### src/jss_pkg.sv
package jss_pkg;
  localparam int unsigned N_SETS = 16;
  localparam int unsigned SEL_W = 4;
  localparam int unsigned SLIP_W = 16;
  // Register byte offsets
  localparam logic [7:0] OFS_CTRL = 8'h00;
  localparam logic [7:0] OFS_SEL = 8'h04;
  localparam logic [7:0] OFS_QJOG = 8'h08;
  localparam logic [7:0] OFS_SJOG = 8'h0C;
  localparam logic [7:0] OFS_SLIP = 8'h10;
  localparam logic [7:0] OFS_STAT = 8'h14;
  localparam logic [7:0] OFS_TAB = 8'h40;
  // Control register bits
  localparam int unsigned CB_ENA = 0;
  localparam int unsigned CB_REL = 1;
  localparam int unsigned CB_NXT = 2;
  localparam int unsigned CB_HALT = 3;
  localparam int unsigned CB_QSTP = 4;
  localparam int unsigned CB_JP = 5;
  localparam int unsigned CB_JN = 6;
  localparam int unsigned CB_BSEL = 7;
  localparam int unsigned CB_OUTE = 8;
  localparam int unsigned CTRL_W = 9;
  // Table entry fields
  localparam int unsigned TF_REP = 0;
  localparam int unsigned TF_FOL = 8;
  localparam int unsigned TF_REL = 13;
  localparam int unsigned TAB_W = 14;
  localparam logic [4:0] FOLLOW_NONE = 5'h1F;
  // Status register bits
  localparam int unsigned SB_SEL = 4;
  localparam int unsigned SB_RUN = 8;
  localparam int unsigned SB_WAIT = 9;
  localparam int unsigned SB_JOG = 10;
  localparam int unsigned SB_RAPID = 11;
  // Reset values, bus encodings and state types
  localparam logic [CTRL_W-1:0] CTRL_RST = 9'h000;
  localparam logic [31:0] QJOG_RST = 32'h0000_03E8;
  localparam logic [31:0] SJOG_RST = 32'h0000_01F4;
  localparam logic [SLIP_W-1:0] SLIP_RST = 16'h0000;
  localparam logic [TAB_W-1:0] TAB_RST = 14'h1F00;
  localparam logic [1:0] HTRANS_NONSEQ = 2'h2;
  localparam logic [2:0] HSIZE_WORD = 3'h2;
  typedef enum logic [1:0] {J_OFF, J_CREEP, J_RAPID, J_STOP} jss_jog_e;
  typedef enum logic [1:0] {S_IDLE, S_RUN, S_WAIT} jss_seq_e;
endpackage

### src/jss_sequencer.sv
`timescale 1ns/100ps
module jss_sequencer #(
  parameter int unsigned NUM_SETS = jss_pkg::N_SETS
) (
  // Clock, reset, enable
  input wire logic ref_clk_i,
  input wire logic rst_i,
  input wire logic ce_i,
  // AHB-Lite slave
  input wire logic hsel_i,
  input wire logic [31:0] haddr_i,
  input wire logic [1:0] htrans_i,
  input wire logic hwrite_i,
  input wire logic [2:0] hsize_i,
  input wire logic [31:0] hwdata_i,
  input wire logic hready_i,
  output logic [31:0] hrdata_o,
  output logic hreadyout_o,
  output logic hresp_o,
  // Terminal pins
  input wire logic jog_positive_signal_i,
  input wire logic jog_negative_signal_i,
  input wire logic [jss_pkg::SEL_W-1:0] set_select_weight_i,
  input wire logic set_release_input_i,
  input wire logic next_start_input_i,
  input wire logic halt_input_i,
  // Motion loop status
  input wire logic axis_standstill_i,
  input wire logic pos_done_i,
  input wire logic start_cond_i,
  // Motion loop commands
  output logic jog_active_o,
  output logic speed_ctrl_o,
  output logic [31:0] jog_speed_o,
  output logic jog_dir_neg_o,
  output logic task_start_o,
  output logic [jss_pkg::SEL_W-1:0] executing_set_number_o,
  output logic task_rel_o,
  output logic halt_o,
  output logic quick_stop_o,
  output logic [jss_pkg::SLIP_W-1:0] slip_ms_o,
  output logic [jss_pkg::SEL_W-1:0] set_num_pins_o
);
  import jss_pkg::*;

  if (NUM_SETS != N_SETS) begin : g_chk
    $error("NUM_SETS must be 16");
  end

  function automatic logic is_tab(input logic [7:0] a);
    return a[7:6] == OFS_TAB[7:6];
  endfunction

  function automatic logic [SEL_W-1:0] tab_idx(input logic [7:0] a);
    return a[5:2];
  endfunction

  ////////////////////////////////////////////////////////////////////////
  // Pin synchronisers and trigger edges
  logic [8:0] sy1_q, sy2_q;
  logic [1:0] trg_q;
  logic [8:0] pins;
  logic rel_pin_ev, nxt_pin_ev;

  always_comb begin
    pins = {halt_input_i, next_start_input_i, set_release_input_i,
            set_select_weight_i, jog_negative_signal_i,
            jog_positive_signal_i};
    rel_pin_ev = sy2_q[6] & ~trg_q[0];
    nxt_pin_ev = sy2_q[7] & ~trg_q[1];
  end

  always_ff @(posedge ref_clk_i or posedge rst_i) begin
    if (rst_i) begin
      sy1_q <= 9'h000;
      sy2_q <= 9'h000;
      trg_q <= 2'h0;
    end else if (ce_i) begin
      sy1_q <= pins;
      sy2_q <= sy1_q;
      trg_q <= sy2_q[7:6];
    end
  end

  ////////////////////////////////////////////////////////////////////////
  // Bus slave and register file
  logic wr_q, wr_d, rd_q, rd_d, hready_q, hready_d;
  logic [7:0] adr_q, adr_d;
  logic [31:0] hrdata_q, hrdata_d;
  logic [CTRL_W-1:0] ctrl_q, ctrl_d;
  logic [SEL_W-1:0] bsel_q, bsel_d;
  logic [31:0] qjog_q, qjog_d, sjog_q, sjog_d;
  logic [SLIP_W-1:0] slip_q, slip_d;
  logic [TAB_W-1:0] tab_q [N_SETS];
  logic [TAB_W-1:0] tab_d [N_SETS];
  logic bus_rel_q, bus_rel_d, bus_nxt_q, bus_nxt_d;
  logic [31:0] stat;
  logic ap_ok;
  jss_jog_e jog_q, jog_d;
  jss_seq_e seq_q, seq_d;
  logic [SEL_W-1:0] cur_q, cur_d, sel_now;

  always_comb begin
    ap_ok = hsel_i & hready_i & (htrans_i == HTRANS_NONSEQ);
    wr_d = ap_ok & hwrite_i & (hsize_i == HSIZE_WORD);
    rd_d = ap_ok & ~hwrite_i;
    adr_d = ap_ok ? haddr_i[7:0] : adr_q;
    hready_d = ~rd_d;
    ctrl_d = ctrl_q;
    bsel_d = bsel_q;
    qjog_d = qjog_q;
    sjog_d = sjog_q;
    slip_d = slip_q;
    tab_d = tab_q;
    bus_rel_d = 1'b0;
    bus_nxt_d = 1'b0;
    stat = 32'h0000_0000;
    stat[SEL_W-1:0] = cur_q;
    stat[SB_SEL +: SEL_W] = sel_now;
    stat[SB_RUN] = seq_q == S_RUN;
    stat[SB_WAIT] = seq_q == S_WAIT;
    stat[SB_JOG] = jog_q != J_OFF;
    stat[SB_RAPID] = jog_q == J_RAPID;
    hrdata_d = hrdata_q;
    if (rd_q) begin
      hrdata_d = 32'h0000_0000;
      if (is_tab(adr_q)) begin
        hrdata_d[TAB_W-1:0] = tab_q[tab_idx(adr_q)];
      end else begin
        case ({adr_q[7:2], 2'b00})
          OFS_CTRL: hrdata_d[CTRL_W-1:0] = ctrl_q;
          OFS_SEL: hrdata_d[SEL_W-1:0] = bsel_q;
          OFS_QJOG: hrdata_d = qjog_q;
          OFS_SJOG: hrdata_d = sjog_q;
          OFS_SLIP: hrdata_d[SLIP_W-1:0] = slip_q;
          OFS_STAT: hrdata_d = stat;
          default: hrdata_d = 32'h0000_0000;
        endcase
      end
    end
    if (wr_q) begin
      if (is_tab(adr_q)) begin
        tab_d[tab_idx(adr_q)] = hwdata_i[TAB_W-1:0];
      end else begin
        case ({adr_q[7:2], 2'b00})
          OFS_CTRL: begin
            ctrl_d = hwdata_i[CTRL_W-1:0];
            ctrl_d[CB_REL] = 1'b0;
            ctrl_d[CB_NXT] = 1'b0;
            bus_rel_d = hwdata_i[CB_REL];
            bus_nxt_d = hwdata_i[CB_NXT];
          end
          OFS_SEL: bsel_d = hwdata_i[SEL_W-1:0];
          OFS_QJOG: qjog_d = hwdata_i;
          OFS_SJOG: sjog_d = hwdata_i;
          OFS_SLIP: slip_d = hwdata_i[SLIP_W-1:0];
          default: ;
        endcase
      end
    end
  end

  always_ff @(posedge ref_clk_i or posedge rst_i) begin
    if (rst_i) begin
      wr_q <= 1'b0;
      rd_q <= 1'b0;
      adr_q <= 8'h00;
      hready_q <= 1'b1;
      hrdata_q <= 32'h0000_0000;
      ctrl_q <= CTRL_RST;
      bsel_q <= 4'h0;
      qjog_q <= QJOG_RST;
      sjog_q <= SJOG_RST;
      slip_q <= SLIP_RST;
      bus_rel_q <= 1'b0;
      bus_nxt_q <= 1'b0;
      for (int i = 0; i < N_SETS; i++) begin
        tab_q[i] <= TAB_RST;
      end
    end else if (ce_i) begin
      wr_q <= wr_d;
      rd_q <= rd_d;
      adr_q <= adr_d;
      hready_q <= hready_d;
      hrdata_q <= hrdata_d;
      ctrl_q <= ctrl_d;
      bsel_q <= bsel_d;
      qjog_q <= qjog_d;
      sjog_q <= sjog_d;
      slip_q <= slip_d;
      bus_rel_q <= bus_rel_d;
      bus_nxt_q <= bus_nxt_d;
      tab_q <= tab_d;
    end
  end

  ////////////////////////////////////////////////////////////////////////
  // Jog state machine
  logic dir_q, dir_d, blk_q, blk_d;
  logic jp, jn, first, second, ena;
  logic seq_busy;

  always_comb begin
    ena = ctrl_q[CB_ENA];
    jp = sy2_q[0] | ctrl_q[CB_JP];
    jn = sy2_q[1] | ctrl_q[CB_JN];
    first = dir_q ? jn : jp;
    second = dir_q ? jp : jn;
    jog_d = jog_q;
    dir_d = dir_q;
    blk_d = blk_q;
    case (jog_q)
      J_OFF: begin
        if (ena && !seq_busy && axis_standstill_i && (jp ^ jn)) begin
          jog_d = J_CREEP;
          dir_d = jn;
          blk_d = 1'b0;
        end
      end
      J_CREEP: begin
        if (!second) begin
          blk_d = 1'b0;
        end
        if (!first) begin
          jog_d = J_OFF;
        end else if (second && !blk_q) begin
          jog_d = J_RAPID;
        end
      end
      J_RAPID: begin
        if (!first) begin
          jog_d = J_STOP;
          blk_d = 1'b1;
        end else if (!second) begin
          jog_d = J_CREEP;
        end
      end
      J_STOP: begin
        if (!second) begin
          blk_d = 1'b0;
        end
        if (first) begin
          jog_d = J_CREEP;
        end else if (!second) begin
          jog_d = J_OFF;
        end
      end
      default: jog_d = J_OFF;
    endcase
    if (!ena) begin
      jog_d = J_OFF;
    end
  end

  always_ff @(posedge ref_clk_i or posedge rst_i) begin
    if (rst_i) begin
      jog_q <= J_OFF;
      dir_q <= 1'b0;
      blk_q <= 1'b0;
    end else if (ce_i) begin
      jog_q <= jog_d;
      dir_q <= dir_d;
      blk_q <= blk_d;
    end
  end

  ////////////////////////////////////////////////////////////////////////
  // Driving set sequencer
  logic [7:0] rep_q, rep_d;
  logic prep_q, prep_d, start_q, start_d;
  logic rel_ev, nxt_ev, start_new, adv;
  logic [TAB_W-1:0] cur_ent, sel_ent, fol_ent;
  logic [4:0] fol;

  always_comb begin
    seq_busy = seq_q != S_IDLE;
    sel_now = ctrl_q[CB_BSEL] ? bsel_q : sy2_q[5:2];
    rel_ev = rel_pin_ev | bus_rel_q;
    nxt_ev = nxt_pin_ev | bus_nxt_q;
    start_new = (rel_ev | (nxt_ev & (seq_q != S_WAIT))) &
                ena & (jog_q == J_OFF);
    adv = nxt_ev | start_cond_i;
    cur_ent = tab_q[cur_q];
    sel_ent = tab_q[sel_now];
    fol = cur_ent[TF_FOL +: 5];
    fol_ent = tab_q[fol[3:0]];
    seq_d = seq_q;
    cur_d = cur_q;
    rep_d = rep_q;
    prep_d = prep_q;
    start_d = 1'b0;
    if (start_new) begin
      seq_d = S_RUN;
      cur_d = sel_now;
      rep_d = sel_ent[TF_REP +: 8];
      start_d = 1'b1;
    end else begin
      case (seq_q)
        S_RUN: begin
          if (pos_done_i) begin
            if (cur_ent[TF_REL] && rep_q != 8'h00) begin
              seq_d = S_WAIT;
              prep_d = 1'b1;
            end else if (!fol[4]) begin
              seq_d = S_WAIT;
              prep_d = 1'b0;
            end else begin
              seq_d = S_IDLE;
            end
          end
        end
        S_WAIT: begin
          if (adv && ena) begin
            seq_d = S_RUN;
            start_d = 1'b1;
            if (prep_q) begin
              rep_d = rep_q - 8'h01;
            end else begin
              cur_d = fol[3:0];
              rep_d = fol_ent[TF_REP +: 8];
            end
          end
        end
        default: seq_d = S_IDLE;
      endcase
    end
  end

  always_ff @(posedge ref_clk_i or posedge rst_i) begin
    if (rst_i) begin
      seq_q <= S_IDLE;
      cur_q <= 4'h0;
      rep_q <= 8'h00;
      prep_q <= 1'b0;
      start_q <= 1'b0;
    end else if (ce_i) begin
      seq_q <= seq_d;
      cur_q <= cur_d;
      rep_q <= rep_d;
      prep_q <= prep_d;
      start_q <= start_d;
    end
  end

  ////////////////////////////////////////////////////////////////////////
  // Registered outputs
  always_ff @(posedge ref_clk_i or posedge rst_i) begin
    if (rst_i) begin
      jog_active_o <= 1'b0;
      speed_ctrl_o <= 1'b0;
      jog_speed_o <= 32'h0000_0000;
      jog_dir_neg_o <= 1'b0;
      executing_set_number_o <= 4'h0;
      task_rel_o <= 1'b0;
      halt_o <= 1'b0;
      quick_stop_o <= 1'b0;
      slip_ms_o <= SLIP_RST;
      set_num_pins_o <= 4'h0;
      hresp_o <= 1'b0;
    end else if (ce_i) begin
      jog_active_o <= jog_q != J_OFF;
      speed_ctrl_o <= jog_q != J_OFF;
      jog_speed_o <= (jog_q == J_RAPID) ? qjog_q :
                     (jog_q == J_CREEP) ? sjog_q : 32'h0000_0000;
      jog_dir_neg_o <= dir_q;
      executing_set_number_o <= cur_q;
      task_rel_o <= cur_ent[TF_REL];
      halt_o <= ena & (ctrl_q[CB_HALT] | sy2_q[8]);
      quick_stop_o <= ctrl_q[CB_QSTP];
      slip_ms_o <= slip_q;
      set_num_pins_o <= ctrl_q[CB_OUTE] ? cur_q : 4'h0;
      hresp_o <= 1'b0;
    end
  end

  assign task_start_o = start_q;
  assign hrdata_o = hrdata_q;
  assign hreadyout_o = hready_q;
endmodule

### config.mk
export PLATFORM = sky130hd
export DESIGN_NAME = jss_sequencer
export DESIGN_NICKNAME = d
export VERILOG_FILES = /design/src/jss_pkg.sv /design/src/jss_sequencer.sv
export SDC_FILE = /design/constraint.sdc
export NUM_CORES = 1
export LEC_CHECK = 0
export ABC_CLOCK_PERIOD_IN_PS = 19500
export BUFFER_PORTS_ARGS = -buffer_cell sky130_fd_sc_hd__buf_2
export CORE_ASPECT_RATIO = 1.4
export CORE_MARGIN = 2
export CORE_UTILIZATION = 55
export DETAILED_ROUTE_END_ITERATION = 8
export PLACE_DENSITY = 0.86
export SYNTH_ARGS = -nofsm -noshare
export SYNTH_HDL_FRONTEND = slang
export SYNTH_SLANG_ARGS = --single-unit
### constraint.sdc
create_clock -name ref_clk_i -period 19.5 [get_ports ref_clk_i]
set_clock_uncertainty 0.2 [all_clocks]
set_input_delay 5.85 -clock ref_clk_i [delete_from_list [all_inputs] [get_ports ref_clk_i]]
set_output_delay 5.85 -clock ref_clk_i [all_outputs]
set_load 0.01 [all_outputs]
# Yosys cells after proc, flatten, opt, wreduce, memory -nomap -nowiden
# Index checks and enable logic that the tools add are counted.
# op_classes
n_addsub	1
order_cmp	5
n_eq_ne	25
mux	65
n_bitwise	29
reduce_logical	32
# ops
op	count
14-bit binary-select mux with 4-bit select	4
224-bit bitwise mux	1
14-bit 2-to-1 mux	6
32-bit 2-to-1 mux	2
8-bit 2-to-1 mux	8
14-bit demux with 4-bit select	1
16-bit case mux with 2 select lines	1
7-bit case mux with 4 select lines	1
4-bit AND reduction	7
2-bit 2-to-1 mux	13
5-bit case mux with 5 select lines	1
4-bit 2-to-1 mux	6
4-bit case mux with 6 select lines	1
5-bit >= comparator (second input constant)	4
4-bit NOT with 5-bit output	4
18-bit 2-to-1 mux	1
1-bit 2-to-1 mux	16
6-bit by 2-bit == test with 1-bit output (second input constant)	2
6-bit by 3-bit == test with 1-bit output (second input constant)	2
4-bit inequality test (second input constant)	3
3-bit AND reduction	4
1-bit bitwise AND	11
5-bit AND reduction	2
2-bit == test (second input constant)	4
24 further kinds	52
# totals
reg_bits	461
input_bits	87
out_inout_bits	97
elab_cells	205

# Depth between registers and ports, before layout
# Gate-level depths: netlist of the first run.
# depth
ltp_word	12
mapped_depth	12
ltp_nobuf	9

# Least setup slack after synthesis of the first run
# No wires, ideal clock.
# synth_timing
kind	input port to flip-flop
startpoint	in ce_i
endpoint	reg tab_q[196] in the netlist's numbering
setup_ns	0.125
arrival_ns	7.536
required_ns	19.175
path_slack_ns	11.639
cell_stages	7
n_path_buf	3
path_cell_list	buf_2 > nand2_1 > or3_1 > or3_1 > clkbuf_1 > clkbuf_1 > mux2_2
# synth_via
elab_chain_len	1
# synth_lines
element	line_no	source
from (decl)	jss_sequencer.sv:8	input wire logic ce_i,
3-bit AND reduction (no line)	--	
to (signal assigned)	jss_sequencer.sv:193	tab_q <= tab_d;
to (decl)	jss_sequencer.sv:94	logic [TAB_W-1:0] tab_q [N_SETS];
# No other way between the ends.
# A chain may end at the register's enable or synchronous reset.

# Worst setup path in the final report of the first run
# layout_timing
startpoint	in ce_i
endpoint	reg tab_q[102] in the netlist's numbering
# Same word-level chain as after synthesis.

==> run metrics, run 1 <==
leakage power 11.6 nW; met1 Track Usage GR 34.5%; cell area after synthesis 23500 um^2; main flop type after synthesis dfrtp_1; crit path max-delay cell type nand3b_1; Die W 179 um; IO Port Bufs 156; hold_buf cts 0; register area share after synthesis 49.4%; # nets final 2011; CTS tree yes; crit path cell chain buf_4 -> nand2_1 -> nor4_1 -> nand3b_1 -> mux2_2; max-cap viol count 0; Via Count 17300; Vias per Instance 6.93; CP arrival 9.12 ns; register area 11600 um^2; Setup Viol. Count Final 0; RSZ-0062 raised after global routing no; VDD IR max 50.8 uV; Post-Synth XOR/XNOR Area 0.149%; Rows 89; post-CTS sizing 0; met2 usage 48.0%; clock sinks 459; Crit. End Element flop; n_diodes 0; Period minus WS final 8.89 ns; GRT Total Usage 29.5%; EDFF count, synth 0; adder-cell area share of the yosys netlist 0.266%; combinational family with the most area after synthesis multiplexers; CP required 19.72 ns; status completed; setup ws final 10.61 ns; die area 44400 um^2; Fillers 2921; Fmax 0.112 GHz; Final Hold Violating Endpoints 0; PwrDens 84.2 nW/um^2; final worst-path cycle share 45.6%; number of setup buffers added after CTS 0; area delta synth->final 10.5%; busiest grt layer met2; number of global-route vias before repair 17900; share of layout cells above drive strength 1 44.2%; Final GP Congestion 0.925; GR Util met3 6.85%; mean routed wirelength per cell 26.1 um; first-pass GRT wire length 101 mm; initial antenna violation count 2; largest net degree at the start of global routing 197; Tot Pwr 2.19 mW; Synth warnings 0; Max Slew Vio Count 0; HP Class reg2reg; io pins 184; Worst setup SP type input port; maximum fanout along the worst path 49; synthesized flop and latch total 459; Starting Density 55.7%; count of cell types in the netlist 77; Simple-Gate Fraction of Synth Area 7.01%; pre-CTS WS 10.27 ns; compound-cell area share of the yosys netlist 8.09%; DRC Markers 0; final wirelength 65.2 mm; 1st-pass router iterations 9; Syn Nets 1929; Die Y 249 um; actual slew at the worst max-slew pin 1.32 ns; first-iteration detailed-routing DRC count 2076; mux share of post-synthesis cell area 31.3%; total negative slack 0 ns; Cells after Synth 1837; Worst-path clk slew 0.07 ns; CTS buffer count 40; Crit Path Category in2reg; grt ovf 0; clock root buffer master clkbuf_16; Hold Slack 0.275 ns; Final ANT Viol Nets 0; Multi-input gate area 11100 um^2; # H-tree levels 2; Syn Area/Cell 12.8 um^2; Slew HR 12.1%; maximum root-to-sink buffer count 3; CORE AREA 42200 um^2; delay of the slowest critical-path stage 1.07 ns; post-DP HPWL 40.6 mm; clk_lat worst skew 0.56 ns; Post-synth ARST share 100%
## routing by layer
metal | part of all wire (%) | wire, um
met5 | 0.037 | 24
met4 | 7.3 | 4790
met3 | 9.0 | 5890
met2 | 49 | 32200
met1 | 34 | 22400
## final timing paths
| kind | from | end | slack, ns | cells after the start |
|---|---|---|---|---|
| worst max-delay path | ce_i | tab_q[102] | 10.61 | 5 |
| worst min-delay path | hrdata_o[26] | hrdata_o[26] | 0.28 | 2 |
| worst max register to register | adr_q[2] | tab_q[102] | 15.52 | 4 |
| worst min register to register | hrdata_o[26] | hrdata_o[26] | 0.28 | 2 |
| max in group asynchronous | rst_i | tab_q[119] | 11.46 | 4 |
| min in group asynchronous | rst_i | jog_speed_o[16] | 5.25 | 2 |
## flip-flops by register name, indices dropped and copies added (netlist names), 2 cells and up
| signal | count |
|---|---|
| jog_q | 2 |
| tab_q | 224 |
| executing_set_number_o | 4 |
| trg_q | 2 |
| adr_q | 6 |
| sjog_q | 32 |
| qjog_q | 32 |
| bsel_q | 4 |
| seq_q | 2 |
| cur_q | 4 |
| slip_ms_o | 16 |
| sy2_q | 9 |
| set_num_pins_o | 4 |
| sy1_q | 9 |
| rep_q | 8 |
| ctrl_q | 7 |
| slip_q | 16 |
| jog_speed_o | 32 |
| hrdata_o | 32 |
## report_power, final
part	total (mW)	internal, mW	switching, mW
sequential	0.998	0.975	0.0236
clock	0.853	0.495	0.358
combinational	0.336	0.113	0.223
## area by class of cell
cell class,instances,share of cell area [%]
sequential,459,44.7
multi-input combinational,1198,42.7
clock buffer,59,4.63
timing repair buffer,198,4.28
tap,546,2.63
clock inverter,12,0.746
inverter,22,0.347
## critical path, delay by kind of cell
| kind | cells | cell delay [ns] |
|---|---|---|
| simple gates | 3 | 2.11 |
| buf+inv | 1 | 0.49 |
| mux | 1 | 0.64 |
## cell usage after synthesis, drive strengths merged (37+ instances only)
cell | n | area, um^2
mux4 | 120 | 2710
a22oi | 51 | 383
nand2 | 166 | 628
a221oi | 37 | 324
mux2 | 361 | 4070
a21oi | 43 | 215
mux2i | 57 | 583
buf | 63 | 373
nor2 | 108 | 408
dfstp | 93 | 2440
dfrtp | 366 | 9160
clkbuf | 95 | 437
o21ai | 61 | 309
## cells by family after synthesis
logic type / count (synthesis)
buffers and inverters: 180
AO/OA/AOI/OAI: 276
other: 1
adder cells (fa/ha/maj): 5
flip-flops: 459
XOR/XNOR: 4
AND/OR/NAND/NOR: 374
multiplexers: 538
## through the flow
stage | cell area [um^2] | util, % | instances
floorplan | 23500 | - | 1837
global placement | 24600 | 58.3 | 2423
detailed placement | 24600 | 58.3 | 2423
CTS | 26000 | 61.6 | 2494
global route | 26000 | 61.6 | 2494
finish | 26000 | 61.6 | 2494
## placed cells by master, fill, tap and decap left out, types with 4 or more instances in the layout
master     Yosys  layout
buf_2         37     155
mux2_2       361     361
bufinv_16      0       5
buf_4          7      42
a22o_1         6       6
nand3b_1       5       5
clkbuf_1      87       7
or3_1          6       6
a22oi_1       51      51
dfrtp_1      366     364
clkbuf_8       8      11
and3_1        10      10
nor2b_1       12       9
clkinv_2       0       4
nand3_1       29      28
mux2i_1       56      54
a31oi_1       16      16
clkbuf_16      0      41
dfstp_2       93      93
o21ai_0       60      60
nand2_1      164     163
a222oi_1       9       9
nand4_1        6       6
ha_1           5       5
a21oi_1       43      43
o22ai_1       12      12
a221oi_1      37      37
nand2b_1       6       6
o2bb2ai_1      5       5
mux4_2       117     117
inv_1         22      21
nor2_1       107     107
nor3_1        11      10
Power figures use the tool's default switching activity.
==> inputs of run 2 (changes only) <==
- ABC_CLOCK_PERIOD_IN_PS: 19500 -> 7580
- clock period: 19.5 -> 7.58 ns (I/O delays scaled with it)
==> run metrics, run 2 (same netlist as run 1, synthesis figures left out) <==
final wirelength 66.2 mm (was 65.2 mm); Period minus WS final 5.03 ns; pre-CTS WS 2.11 ns (was 10.27 ns); largest net degree at the start of global routing 152 (was 197); GRT Total Usage 29.9% (was 29.5%); Hold Slack 0.276 ns (was 0.275 ns); post-CTS sizing 0 (unchanged); CP required 7.81 ns (was 19.72 ns); VDD IR max 137 uV (was 50.8 uV); most frequent cells in the layout dfrtp_1 (364), mux2_2 (361), nand2_1 (163), buf_2 (155), mux4_2 (117) (unchanged); Starting Density 55.7% (unchanged); Crit. End Element flop (unchanged); Fmax 0.199 GHz; maximum fanout along the worst path 54 (was 49); Worst setup SP type input port (unchanged); status completed (unchanged); commonest non-fill, non-tap cell in the layout dfrtp_1 (unchanged); Slew HR 20.6% (was 12.1%); Setup Viol. Count Final 0 (unchanged); io pins 184 (unchanged); Largest Register tab_q (unchanged); Worst-path clk slew 0.07 ns (about the same); share of layout cells above drive strength 1 44.3% (was 44.2%); leakage power 11.6 nW (about the same); IO Port Bufs 156 (unchanged); initial antenna violation count 3 (was 2); # nets final 2013 (was 2011); Max Slew Vio Count 0 (unchanged); Final ANT Viol Nets 0 (unchanged); first-pass GRT wire length 103 mm (was 101 mm); clock root buffer master clkbuf_16 (unchanged); mean routed wirelength per cell 26.5 um (was 26.1 um); CP arrival 5.26 ns (was 9.12 ns); Placed Cells incl. Taps 2425 (was 2423); Crit Path Category in2reg (unchanged); max-cap viol count 0 (unchanged); CTS tree yes (unchanged); CTS buffer count 40 (unchanged); number of global-route vias before repair 18400 (was 17900); setup ws final 2.55 ns (was 10.61 ns); PwrDens 215 nW/um^2 (was 84.2 nW/um^2); maximum root-to-sink buffer count 3 (unchanged); 1st-pass router iterations 6 (was 9); Fillers 2904 (was 2921); Finished Layout Cells 2499 (was 2494); hold_buf cts 0 (unchanged); RSZ-0062 raised after global routing no (unchanged); total negative slack 0 ns (unchanged); worst min-delay path startpoint hrdata_o[27] (was hrdata_o[26]); HP Class reg2reg (unchanged); Die Y 249 um (unchanged); CORE AREA 42200 um^2 (unchanged); first-iteration detailed-routing DRC count 1963 (was 2076); die area 44400 um^2 (unchanged); grt ovf 0 (unchanged); Tot Pwr 5.59 mW (was 2.19 mW); max reg flops 224 (unchanged); Die W 179 um (unchanged); Post-Layout Inst Area 26000 um^2 (about the same); Final Hold Violating Endpoints 0 (unchanged); final worst-path cycle share 66.3%; Worst R2R Start adr_q[2] (unchanged); Final GP Congestion 0.960 (was 0.925); area delta synth->final 10.5% (about the same); Via Count 17400 (was 17300); Reg-to-Reg End tab_q[141] (was tab_q[102]); clk_lat worst skew 0.57 ns (was 0.56 ns); Hold EP hrdata_o[27] (was hrdata_o[26]); R2R Setup Slk 3.56 ns (was 15.52 ns); post-DP HPWL 41.6 mm (was 40.6 mm); FF-to-FF path depth 6 (was 4); number of setup buffers added after CTS 0 (unchanged); post-place instance area 24600 um^2 (about the same); # H-tree levels 2 (unchanged); DRC Markers 0 (unchanged); Vias per Instance 6.95 (was 6.93); Rows 89 (unchanged); hold depth 2 (unchanged); post-layout util 61.6% (about the same); clock sinks 459 (unchanged); actual slew at the worst max-slew pin 1.19 ns (was 1.32 ns)
[run 2: changes by cell type in the layout (fill, tap and decap cells not counted)]
| cell | before | now |
|---|---|---|
| clkinv_2 | 4 | 9 |
| clkinv_4 | 1 | 0 |
| inv_8 | 1 | 0 |
| clkinv_8 | 0 | 1 |
| clkbuf_8 | 11 | 8 |
| clkbuf_1 | 7 | 8 |
| diode_2 | 0 | 1 |
| inv_6 | 0 | 1 |
| buf_4 | 42 | 43 |
| clkbuf_16 | 41 | 40 |
| buf_12 | 1 | 2 |
[run 2: power breakdown]
part	leakage, nW	total (mW)	internal [mW]	switching, mW
combinational	4.98	0.863	0.290	0.572
sequential	5.94	2.57	2.51	0.0637
clock	0.677	2.15	1.23	0.925
[run 2: area by class of cell]
class | instances | area [um^2] | area share, %
multi-input cells | 1198 | 11100 | 42.7
diodes | 1 | 2.50 | 0.00963
well taps | 546 | 683 | 2.63
repair buffers | 200 | 1140 | 4.38
clock inverters | 17 | 228 | 0.876
inverters | 22 | 86.3 | 0.332
clock buffers | 56 | 1140 | 4.39
flip-flops and latches | 459 | 11600 | 44.7
[run 2: worst max-delay path by stage]
stage,slack (ns),depth (start not counted),endpoint,startpoint
2_1_floorplan,-1.03,1,adr_q[2],rst_i
3_3_place_gp,2.25,5,tab_q[217],ce_i
3_5_place_dp,2.11,5,tab_q[214],ce_i
4_1_cts,2.67,6,tab_q[47],ce_i
5_1_grt,2.54,5,tab_q[214],ce_i
6_report,2.55,5,tab_q[214],ce_i
[run 2: worst max-delay path, stage by stage]
cell	delay (ns)
buf_4	0.52
nand2_1	0.33
nor4_1	0.69
nand2_1	0.85
mux2_2	0.55
[run 2: per-layer routing]
layer / wire length (um) / GRT usage, % / vias up
met2: 32100 / 48.5 / 1226
met5: 23 / 0 / -
met3: 6260 / 6.56 / 384
met1: 22400 / 34.3 / 8734
li1: - / - / 7031
met4: 5410 / 22.4 / 4
==> inputs of run 3 (changes only) <==
- ABC_CLOCK_PERIOD_IN_PS: 7580 -> 4900
- PLACE_DENSITY: 0.86 -> 0.83
- clock period: 7.58 -> 4.9 ns (I/O delays scaled with it)
==> run metrics, run 3 (same netlist as run 1, synthesis figures left out) <==
status completed (unchanged); PwrDens 334 nW/um^2 (was 215 nW/um^2); Final ANT Viol Nets 0 (unchanged); mean routed wirelength per cell 26.3 um (was 26.5 um); CP bufs+invs 1 (unchanged); clock sinks 459 (unchanged); RSZ-0062 raised after global routing no (unchanged); number of global-route vias before repair 18200 (was 18400); most frequent cell on the critical path mux2i_1 (was nand2_1); max reg flops 224 (unchanged); io pins 184 (unchanged); area delta synth->final 11.8% (was 10.5%); Max Slew Vio Count 0 (unchanged); number of setup buffers added after CTS 0 (unchanged); crit path cell chain mux4_2 -> mux2i_1 -> o21ai_4 -> buf_12 -> mux2i_1 -> mux2i_1 -> a221oi_1 -> a21oi_1 (was buf_4 -> nand2_1 -> nor4_1 -> nand2_1 -> mux2_2); clock root buffer master clkbuf_16 (unchanged); Fmax 0.260 GHz; largest net degree at the start of global routing 126 (was 152); crit path max-delay cell type dfrtp_1 (was nand2_1); CORE AREA 42200 um^2 (unchanged); Slew HR 26.4% (was 20.6%); grt ovf 0 (unchanged); WL met2 32.4 mm (was 32.1 mm); Rows 89 (unchanged); HP Class reg2reg (unchanged); first-iteration detailed-routing DRC count 1928 (was 1963); GRT Total Usage 30.1% (was 29.9%); Period minus WS final 3.85 ns; Die Y 249 um (unchanged); Final Hold Violating Endpoints 0 (unchanged); Via Count 17400 (about the same); Largest Register tab_q (unchanged); commonest non-fill, non-tap cell in the layout dfrtp_1 (unchanged); initial antenna violation count 4 (was 3); final worst-path cycle share 78.6%; Largest delay share family, worst path compound AO/OA/AOI/OAI gates (was simple AND/OR/NAND/NOR gates); Crit. End Element flop (unchanged); most frequent cells in the layout dfrtp_1 (364), mux2_2 (361), nand2_1 (163), buf_2 (155), mux4_2 (117) (unchanged); share of layout cells above drive strength 1 44.9% (was 44.3%); DRT met1 WL 23.1 mm (was 22.4 mm); CTS tree yes (unchanged); Final GP Congestion 0.972 (was 0.960); Hold Slack 0.274 ns (was 0.276 ns); Die W 179 um (unchanged); top sig layer met4 (was met5); clk_lat worst skew 0.56 ns (was 0.57 ns); CTS buffer count 42 (was 40); post-CTS sizing 0 (unchanged); Starting Density 55.7% (unchanged); post-DP HPWL 43.2 mm (was 41.6 mm); DRC Markers 0 (unchanged); maximum root-to-sink buffer count 3 (unchanged); CP required 5.13 ns (was 7.81 ns); 1st-pass router iterations 7 (was 6); maximum fanout along the worst path 27 (was 54); total negative slack 0 ns (unchanged); # H-tree levels 2 (unchanged); actual slew at the worst max-slew pin 1.10 ns (was 1.19 ns); first-pass GRT wire length 103 mm (about the same); met3 WL post-DR 5.61 mm (was 6.26 mm); Worst-path clk slew 0.07 ns (about the same); Vias per Instance 6.88 (was 6.95); Setup Viol. Count Final 0 (unchanged); Crit Path Category reg2reg (was in2reg); die area 44400 um^2 (unchanged); IO Port Bufs 156 (unchanged); leakage power 11.8 nW (was 11.6 nW); hold_buf cts 0 (unchanged); delay of the slowest critical-path stage 0.97 ns (was 0.85 ns); Worst setup SP type flop (was input port); final wirelength 66.4 mm (was 66.2 mm); max-cap viol count 0 (unchanged); VDD IR max 254 uV (was 137 uV); # nets final 2038 (was 2013); CP arrival 4.08 ns (was 5.26 ns)
run 3: area by class of cell:
| type | instances | area, um^2 |
|---|---|---|
| diodes | 4 | 10.0 |
| clock buffers | 58 | 1220 |
| clock inverters | 18 | 213 |
| fillers | 2979 | 15900 |
| inverters | 22 | 86.3 |
| multi-input cells | 1198 | 11100 |
| flip-flops and latches | 459 | 11600 |
| well taps | 546 | 683 |
| repair buffers | 223 | 1370 |
run 3: worst register-to-register path: stages, from the launching register on:
cell	delay [ns]
dfrtp_1	0.97
mux4_2	0.40
mux2i_1	0.12
o21ai_4	0.90
buf_12	0.32
mux2i_1	0.23
mux2i_1	0.15
a221oi_1	0.32
a21oi_1	0.12
run 3: path summary, 6_finish.rpt:
check | start | to | slack, ns | cells past startpoint
worst max-delay path | cur_q[2] | rep_q[7] | 1.05 | 8
worst min-delay path | hrdata_o[19] | hrdata_o[19] | 0.27 | 2
worst max register to register | cur_q[2] | rep_q[7] | 1.05 | 8
worst min register to register | hrdata_o[19] | hrdata_o[19] | 0.27 | 2
max in group asynchronous | rst_i | tab_q[132] | 2.55 | 3
min in group asynchronous | rst_i | slip_ms_o[15] | 0.83 | 2
run 3: per-layer routing:
metal	vias to the layer above	GRT usage, %
li1	7083	-
met2	1112	48.8
met5	-	0
met4	0	22.6
met1	8882	35.0
met3	306	5.92
run 3: power by group:
group,leakage (nW),total (mW),internal (mW),switching [mW]
combinational,5.12,1.28,0.470,0.812
clock,0.701,3.45,1.97,1.48
sequential,5.94,4.05,3.88,0.168
run 3: per-stage QoR:
stage	instance area, um^2	std cells	setup slack (ns)	power (mW)	utilization [%]
2_1_floorplan	23500	1837	-2.91	4.95	-
3_3_place_gp	24800	2448	0.978	5.32	58.8
3_5_place_dp	24800	2448	0.957	5.35	58.8
4_1_cts	26300	2524	1.14	8.77	62.2
5_1_grt	26300	2528	0.827	9.03	62.3
6_report	26300	2528	1.05	8.78	62.3
